===== src/mbs_pkg.sv =====
// Constants, register map and state codes for the memory-board bus slave
package mbs_pkg;

	// APB register byte offsets
	localparam logic [7:0] MBS_OFS_CTRL      = 8'h00;
	localparam logic [7:0] MBS_OFS_STATUS    = 8'h04;
	localparam logic [7:0] MBS_OFS_CYCLES    = 8'h08;
	localparam logic [7:0] MBS_OFS_LAST_ADDR = 8'h0c;

	// Control fields
	localparam int         MBS_CTRL_W          = 2;
	localparam int         MBS_CTRL_RESPOND    = 0;
	localparam int         MBS_CTRL_OPT_EN     = 1;
	localparam logic [1:0] MBS_CTRL_RST        = 2'h3;

	// Status fields
	localparam int MBS_ST_PRESENT = 0;
	localparam int MBS_ST_FLASH   = 1;
	localparam int MBS_ST_GUARD   = 2;
	localparam int MBS_ST_BUSY    = 3;

	// Address layout
	localparam int MBS_PA_W        = 27;
	localparam int MBS_MA_W        = 22;
	localparam int MBS_OPT_SEL_BIT = 26;

	// Operand size codes {size_hi, size_lo}
	localparam logic [1:0] MBS_SZ_32 = 2'h0;
	localparam logic [2:0] MBS_BYTES_32 = 3'h4;

	typedef enum logic [3:0] {
		MBS_IDLE  = 4'h1,
		MBS_LATCH = 4'h2,
		MBS_XFER  = 4'h4,
		MBS_ACK   = 4'h8
	} mbs_cycle_e;

endpackage


===== src/mbs_memory_board.sv =====
// Memory-board slave answering asynchronous processor bus cycles, with APB status
//
// Operation
// - Ignore cycle while cpu-space line is low
// - Data valid on bus before primary acknowledge
// - Data taken before primary acknowledge
// - Acknowledge pair encodes 32-bit or 8-bit port
// - Programming supply on only while flash enabled
// - Memory reset clears all board logic; here the stored words and the latched last address are kept
// - Low address bits and size give lanes
// - Cycle starts on address strobe low
// - Read/write line high read, low write
// - Size lines encode 8/16/24/32 bits
// - Module strobe low only with valid address
// - Option RAM select low enables module RAM
// - Guard low on reset or low supply
//
// The APB interface to the registers and the register offsets were chosen for this implementation.
`timescale 1ns/1ps

module mbs_memory_board #(
	parameter int DEPTH = 16
) (
	input  wire logic                          pclk,
	input  wire logic                          presetn,
	input  wire logic                          psel,
	input  wire logic                          penable,
	input  wire logic                          pwrite,
	input  wire logic [7:0]                    paddr,
	input  wire logic [31:0]                   pwdata,
	output logic      [31:0]                   prdata,
	output logic                               pready,
	output logic                               pslverr,
	input  wire logic                          board_reset,
	input  wire logic                          supply_low,
	input  wire logic                          flash_program_enable,
	output logic                               flash_vpp_on,
	input  wire logic                          cpu_space_cycle_n,
	input  wire logic                          proc_addr_strobe_n,
	input  wire logic                          proc_read_not_write,
	input  wire logic                          operand_size_lo,
	input  wire logic                          operand_size_hi,
	input  wire logic [mbs_pkg::MBS_PA_W-1:0]  proc_addr,
	input  wire logic [15:0]                   proc_data_low_i,
	output logic      [15:0]                   proc_data_low_o,
	input  wire logic [15:0]                   buffered_data_high_i,
	output logic      [15:0]                   buffered_data_high_o,
	output logic                               data_oe,
	output logic                               cycle_ack_primary_n,
	output logic                               cycle_ack_secondary_n,
	output logic                               module_addr_strobe_n,
	output logic      [mbs_pkg::MBS_MA_W-1:0]  module_addr,
	input  wire logic [7:0]                    module_data_i,
	output logic      [7:0]                    module_data_o,
	output logic                               module_data_oe,
	output logic                               option_ram_select_n,
	output logic                               ram_write_guard_n,
	input  wire logic                          module_present_n
);
	import mbs_pkg::*;

	localparam int IW = (DEPTH > 1) ? $clog2(DEPTH) : 1;

	typedef struct packed {
		mbs_cycle_e                 st;
		logic [DEPTH-1:0][31:0]     mem;
		logic [MBS_CTRL_W-1:0]      ctrl;
		logic [MBS_PA_W-1:0]        addr;
		logic                       rd;
		logic                       opt;
		logic [3:0]                 lanes;
		logic [31:0]                dout;
		logic                       data_oe;
		logic                       ack_p_n;
		logic                       ack_s_n;
		logic                       mas_n;
		logic [MBS_MA_W-1:0]        maddr;
		logic [7:0]                 mdout;
		logic                       mdata_oe;
		logic                       sel_n;
		logic                       guard_n;
		logic                       vpp_on;
		logic [31:0]                cycles;
		logic [31:0]                prdata;
		logic                       pready;
		logic                       pslverr;
	} mbs_state_s;

	mbs_state_s s;
	mbs_state_s n;

	// Bytes touched, lane 0 being bits 31:24; transfers past the word end are clipped
	function automatic logic [3:0] mbs_lane_mask(input logic [1:0] a, input logic [1:0] sz);
		logic [2:0] cnt;
		logic [3:0] m;
		cnt = (sz == MBS_SZ_32) ? MBS_BYTES_32 : {1'b0, sz};
		m = 4'h0;
		for (int i = 0; i < 4; i++) begin
			m[i] = (3'(i) >= {1'b0, a}) && (3'(i) < ({1'b0, a} + cnt));
		end
		return m;
	endfunction

	function automatic logic [IW-1:0] mbs_index(input logic [MBS_PA_W-1:0] a);
		return a[IW+1:2];
	endfunction

	logic [31:0] bus_wdata;
	assign bus_wdata = {buffered_data_high_i, proc_data_low_i};

	////////////////////////////////////////////////////////////////////////////
	always_comb begin
		n = s;
		n.pready  = 1'b0;
		n.pslverr = 1'b0;

		// APB: one wait state, answer registered
		if (psel && penable && !s.pready) begin
			n.pready = 1'b1;
			case (paddr)
				MBS_OFS_CTRL: begin
					if (pwrite) begin
						n.ctrl = pwdata[MBS_CTRL_W-1:0];
					end
					n.prdata = {30'h0, s.ctrl};
				end
				MBS_OFS_STATUS: begin
					n.prdata = 32'h0;
					n.prdata[MBS_ST_PRESENT] = !module_present_n;
					n.prdata[MBS_ST_FLASH]   = s.vpp_on;
					n.prdata[MBS_ST_GUARD]   = s.guard_n;
					n.prdata[MBS_ST_BUSY]    = (s.st != MBS_IDLE);
				end
				MBS_OFS_CYCLES: begin
					n.prdata = s.cycles;
				end
				MBS_OFS_LAST_ADDR: begin
					n.prdata = {5'h0, s.addr};
				end
				default: begin
					n.prdata  = 32'h0;
					n.pslverr = 1'b1;
				end
			endcase
		end

		n.vpp_on  = flash_program_enable && !board_reset;
		n.guard_n = !(board_reset || supply_low);

		case (s.st)
			MBS_IDLE: begin
				// Cpu-space cycles belong to another responder
				if (!proc_addr_strobe_n && cpu_space_cycle_n && s.ctrl[MBS_CTRL_RESPOND]) begin
					n.addr  = proc_addr;
					n.rd    = proc_read_not_write;
					n.opt   = proc_addr[MBS_OPT_SEL_BIT] && s.ctrl[MBS_CTRL_OPT_EN];
					n.lanes = mbs_lane_mask(proc_addr[1:0], {operand_size_hi, operand_size_lo});
					n.st    = MBS_LATCH;
					if (proc_addr[MBS_OPT_SEL_BIT] && s.ctrl[MBS_CTRL_OPT_EN]) begin
						n.maddr = proc_addr[MBS_MA_W-1:0];
						n.mas_n = 1'b0;
						n.sel_n = 1'b0;
					end
				end
			end
			MBS_LATCH: begin
				if (s.rd && !s.opt) begin
					n.dout    = s.mem[mbs_index(s.addr)];
					n.data_oe = 1'b1;
				end else if (!s.rd && s.opt) begin
					n.mdout    = buffered_data_high_i[15:8];
					n.mdata_oe = 1'b1;
				end
				n.st = MBS_XFER;
			end
			MBS_XFER: begin
				if (s.rd && !s.data_oe) begin
					// Module byte comes back on the top lane only
					n.dout    = {module_data_i, 24'h0};
					n.data_oe = 1'b1;
				end else begin
					if (!s.rd && !s.opt) begin
						for (int i = 0; i < 4; i++) begin
							if (s.lanes[i]) begin
								n.mem[mbs_index(s.addr)][31-8*i -: 8] = bus_wdata[31-8*i -: 8];
							end
						end
					end
					n.ack_p_n = 1'b0;
					n.ack_s_n = s.opt;
					n.cycles  = s.cycles + 32'h1;
					n.st      = MBS_ACK;
				end
				if (proc_addr_strobe_n) begin
					// Aborted cycle: drop everything without answering
					n.ack_p_n  = 1'b1;
					n.ack_s_n  = 1'b1;
					n.data_oe  = 1'b0;
					n.mdata_oe = 1'b0;
					n.mas_n    = 1'b1;
					n.sel_n    = 1'b1;
					n.cycles   = s.cycles;
					n.mem      = s.mem;
					n.st       = MBS_IDLE;
				end
			end
			MBS_ACK: begin
				if (proc_addr_strobe_n) begin
					n.ack_p_n  = 1'b1;
					n.ack_s_n  = 1'b1;
					n.data_oe  = 1'b0;
					n.mdata_oe = 1'b0;
					n.mas_n    = 1'b1;
					n.sel_n    = 1'b1;
					n.st       = MBS_IDLE;
				end
			end
			default: begin
				n.st = MBS_IDLE;
			end
		endcase

		// Memory reset clears the control path; stored words survive like real RAM
		if (board_reset) begin
			n.st       = MBS_IDLE;
			n.ctrl     = MBS_CTRL_RST;
			n.ack_p_n  = 1'b1;
			n.ack_s_n  = 1'b1;
			n.data_oe  = 1'b0;
			n.mdata_oe = 1'b0;
			n.mas_n    = 1'b1;
			n.sel_n    = 1'b1;
			n.cycles   = 32'h0;
		end
	end

	always_ff @(posedge pclk or negedge presetn) begin
		if (!presetn) begin
			s         <= '0;
			s.st      <= MBS_IDLE;
			s.ctrl    <= MBS_CTRL_RST;
			s.ack_p_n <= 1'b1;
			s.ack_s_n <= 1'b1;
			s.mas_n   <= 1'b1;
			s.sel_n   <= 1'b1;
		end else begin
			s <= n;
		end
	end

	assign prdata                = s.prdata;
	assign pready                = s.pready;
	assign pslverr               = s.pslverr;
	assign flash_vpp_on          = s.vpp_on;
	assign proc_data_low_o       = s.dout[15:0];
	assign buffered_data_high_o  = s.dout[31:16];
	assign data_oe               = s.data_oe;
	assign cycle_ack_primary_n   = s.ack_p_n;
	assign cycle_ack_secondary_n = s.ack_s_n;
	assign module_addr_strobe_n  = s.mas_n;
	assign module_addr           = s.maddr;
	assign module_data_o         = s.mdout;
	assign module_data_oe        = s.mdata_oe;
	assign option_ram_select_n   = s.sel_n;
	assign ram_write_guard_n     = s.guard_n;
endmodule


===== config.mk =====
export PLATFORM = sky130hd
export DESIGN_NAME = mbs_memory_board
export DESIGN_NICKNAME = d
export VERILOG_FILES = /design/src/mbs_pkg.sv /design/src/mbs_memory_board.sv
export SDC_FILE = /design/constraint.sdc
export NUM_CORES = 1
export LEC_CHECK = 0
export BUFFER_PORTS_ARGS = -buffer_cell sky130_fd_sc_hd__clkbuf_2
export CAP_MARGIN = 15
export CORE_MARGIN = 1
export CORE_UTILIZATION = 35
export CTS_CLUSTER_DIAMETER = 40
export DETAILED_ROUTE_END_ITERATION = 10
export GPL_ROUTABILITY_DRIVEN = 0
export PLACE_DENSITY = 0.51
export SYNTH_ARGS = -nofsm -noshare
export SYNTH_HDL_FRONTEND = slang
export SYNTH_SLANG_ARGS = --single-unit

===== constraint.sdc =====
create_clock -name pclk -period 2.8 [get_ports pclk]
set_input_delay 0.42 -clock pclk [delete_from_list [all_inputs] [get_ports pclk]]
set_output_delay 0.42 -clock pclk [all_outputs]
set_load 0.005 [all_outputs]

# Word-level counts from Yosys, hierarchy flattened
# Index checks and enable logic that the tools add are counted.
[totals]
register_bits = 687
output_inout_bits = 104
word_cells = 189
inputBits = 121
[classes]
n_lt_le_gt_ge = 9
bitwise = 3
reduce_logical = 50
eq_ne = 22
mux = 66
n_addsub = 2
[ops]
columns = ["cell", "n"]
rows = [
  ["$mux W512", 14],
  ["$bwmux W512", 4],
  ["$mux W516", 2],
  ["$demux W32 S4", 4],
  ["$mux W32", 6],
  ["$bmux W32 S4", 1],
  ["$pmux W32 S4", 1],
  ["$mux W33", 2],
  ["$pmux W32 S2", 1],
  ["$mux W23", 2],
  ["$add A32 B1 Y32 const B", 1],
  ["$mux W24", 1],
  ["$mux W4", 6],
  ["$ne A3 B3 Y1 const B", 7],
  ["$reduce_and A3 Y1", 7],
  ["$eq A8 B4 Y1 const B", 2],
  ["$mux W16", 1],
  ["$mux W2", 8],
  ["$pmux W4 S4", 1],
  ["$reduce_and A4 Y1", 4],
  ["$logic_and A1 B1 Y1", 14],
  ["$reduce_bool A2 Y1", 5],
  ["$reduce_bool A3 Y1", 3],
  ["$eq A8 B3 Y1 const B", 1],
  ["31 further kinds", 54],
]

# Depth between registers and ports, before layout
[logic_depth]
depth_word = 26
depth_mapped = 8
ltp_nobuf = 6

# Worst setup path after synthesis
# No wires, ideal clock.
[synth_path]
path_kind = "register -> register"
from = "reg s[140] (netlist name)"
to = "reg (tool-made name)"
path_stages_with_launch = 6
synth_period_minus_slack_ns = 2.243
arrival_ns = 2.118
setup_slack_ns = 0.557
path_cell_list = "dfrtp_1 -> or4_4 -> nor3_1 -> nand2_1 -> nor2_4 -> mux2_2"
[synth_lines]
columns = ["item", "line", "source"]
rows = [
  ["from (decl)", "mbs_memory_board.sv:89", "mbs_state_s s;"],
  ["from (signal assigned)", "mbs_memory_board.sv:247", "s <= n;"],
]

==> metrics <==
RSZ-0062 raised after global routing yes; fraction of registers with async set/reset 1.00; Area growth, synth to finish 20.3%; register area share after synthesis 0.545; total gr overflow 0; Post-DP Area 0.0335 sq mm; Worst Setup End Kind register; largest net degree at the start of global routing 85; combinational power share 0.111; Die X 302 um; slew margin rel. 0.196; clock share of power 0.514; CTS H-Tree Depth 3; clk_lat worst skew 0.67 ns; crit path DAT 3.26 ns; Final Non-Filler Cells 3683; Initial Util 0.355; sw frac 0.256; wire per inst 22.2 um; CTS max path bufs 3; power per cell area 754 mW/mm^2; initial antenna violation count 0; Post-synth EDFFs 0; clock root buffer clkbuf_16; CTS Buf Count 112; Sinks on Clock Net 687; CTS tree yes; overall die height 302 um; CP required 3.34 ns; initial DRC count 1062; first-pass GRT wire length 128000 um; Cell Area, Synth 0.0316 sq mm; register bit total from synthesis 687; NetSw 0.00732 W; Hold Crit Class input port to register; R2R setup slack 0.09 ns; Peak VDD IR 0.438 mV; Clock transition at path regs 0.06 ns; placed cell count 3443; cell count after synthesis 2226; number of global-route vias before repair 21.0k; startpoint types register; Leak 17.5 nW; full die area 0.0914 sq mm; top_reg_cell synth dfrtp_1; crit path max fanout 8; post-synth cell types 66; outcome completed; number of core rows 109; min Tclk post-route 2.71 ns; Final Cycle Share 0.970; final setup vio count 0; final net count 2546; Setup Skew 0.0219 ns; sequential share of power 0.376; final hold viol count 0; post-route ant nets 0; placed wire-length estimate 53400 um; io pins 225; IO buf count 194; Slew @ Worst Pin 1.20 ns; drt drc 0; via count 19.1k; hold_ws 0.0445 ns; syn avg cell area 14.2 sq um; Via density 5.19; max-slew violations 0; drt pass-1 iters 5; CORE AREA 0.0888 sq mm; syn nets 2350; Fmax achieved 368 MHz; max-cap violations 0; Int Power 0.0213 W; Total GRT Usage 0.183; Crit Path Category register to register; final instance area 0.0380 sq mm; routed wire length 81700 um; fraction of layout cells with a size suffix above 1 0.507; warnings from Yosys 0
[per-stage QoR]
stage / utilization / setup WS (ns) / total power (W) / setup TNS [ns]
6_report: 0.427 / 0.0851 / 0.0286 / 0
5_1_grt: 0.427 / -0.000750 / 0.0298 / -0.000750
4_1_cts: 0.427 / 0.0968 / 0.0290 / 0
3_5_place_dp: 0.378 / 0.119 / 0.0141 / 0
3_3_place_gp: 0.378 / 0.156 / 0.0141 / 0
2_1_floorplan: - / 0.557 / 0.0130 / 0
[cells by family (layout without fill, tap and decap cells)]
kind of cell,count (synthesis),after routing,share of synthesized area
AO/OA/AOI/OAI,193,193,0.0399
XOR/XNOR,22,22,0.00611
adder cells (fa/ha/maj),3,3,0.00143
buffers and inverters,236,527,0.0410
flip-flops,687,687,0.545
multiplexers,739,739,0.303
other,0,1,0
AND/OR/NAND/NOR,346,346,0.0639
[synth_stat cells (all sizes together) (5+ instances only)]
library cell | number | area [sq um]
mux4 | 112 | 2520
o22ai | 16 | 100
and4 | 5 | 43.8
and3 | 9 | 56.3
nor2b | 6 | 37.5
a22oi | 58 | 435
dfrtp | 680 | 17000
dfstp | 7 | 184
mux2i | 26 | 260
nor4 | 7 | 98.9
buf | 138 | 923
mux2 | 601 | 6770
clkbuf | 82 | 309
inv | 15 | 56.3
o21ai | 56 | 280
nor2 | 98 | 683
nand3 | 32 | 185
a21oi | 15 | 75.1
nor3 | 8 | 50.1
a21o | 6 | 45.0
or3 | 7 | 43.8
nand2 | 134 | 526
nand4 | 16 | 100
xor2 | 18 | 158
nand3b | 5 | 37.5
o211ai | 25 | 188
[layer usage]
metal | global-route usage | wire, um
met5 | 0 | 0
met4 | 0.0586 | 1980
met3 | 0.0275 | 3220
met2 | 0.308 | 40500
met1 | 0.242 | 35900
[placed cells by master (no fill, tap or decap), types with 16 or more instances in the layout]
cell type	n
dlygate4sd3_1	25
mux2_2	601
xor2_1	18
nand3_1	27
buf_4	70
mux2i_1	26
o21ai_0	55
nor2_4	39
a22oi_1	58
bufinv_16	19
nand2_1	125
nand4_1	16
o211ai_1	25
mux4_2	112
dfrtp_1	677
clkbuf_16	112
clkbuf_2	193
nor2_1	50
o22ai_1	16
[worst max-delay path, stage by stage, from the launching register on]
cell     delay (ns)
dfrtp_1        0.44
or4_4          0.63
nor3_1         0.33
buf_4          0.21
nand2_1        0.20
nor2_4         0.39
mux2_2         0.38
[power groups by stage]
stage	clock network [W]	registers, W	logic (W)
global placement	0	0.0109	0.00317
floorplan	0	0.0107	0.00227
CTS	0.0150	0.0107	0.00325
detailed placement	0	0.0109	0.00321
finish	0.0147	0.0108	0.00317
global route	0.0155	0.0108	0.00347
[final cells by class]
class	instances	area, sq um
clock inverters	70	1040
flip-flops and latches	687	17200
repair buffers	302	2020
clock buffers	139	3030
multi-input cells	1303	13100
well taps	1165	1460
fillers	8083	50800
diodes	1	2.50
inverters	16	60.1
[worst paths after layout]
check / from / end / cells past startpoint
worst max register to register: s[140] / register / 6
worst min register to register: option_ram_select_n / option_ram_select_n / 2
worst min-delay path: proc_addr[26] / s[168] / 2
worst max-delay path: s[140] / register / 6
max in group asynchronous: presetn / async pin / 3
min in group asynchronous: presetn / async pin / 2
[repair_timing]
| action | 4_1_cts | 5_1_grt |
|---|---|---|
| hold endpoints to repair | 87 | 0 |
| gates resized for setup | 0 | 0 |
| hold buffers | 25 | 0 |
| setup buffers | 0 | 5 |
| setup endpoints to repair | 0 | 25 |
Note: power is estimated with default switching activity, not from simulation.
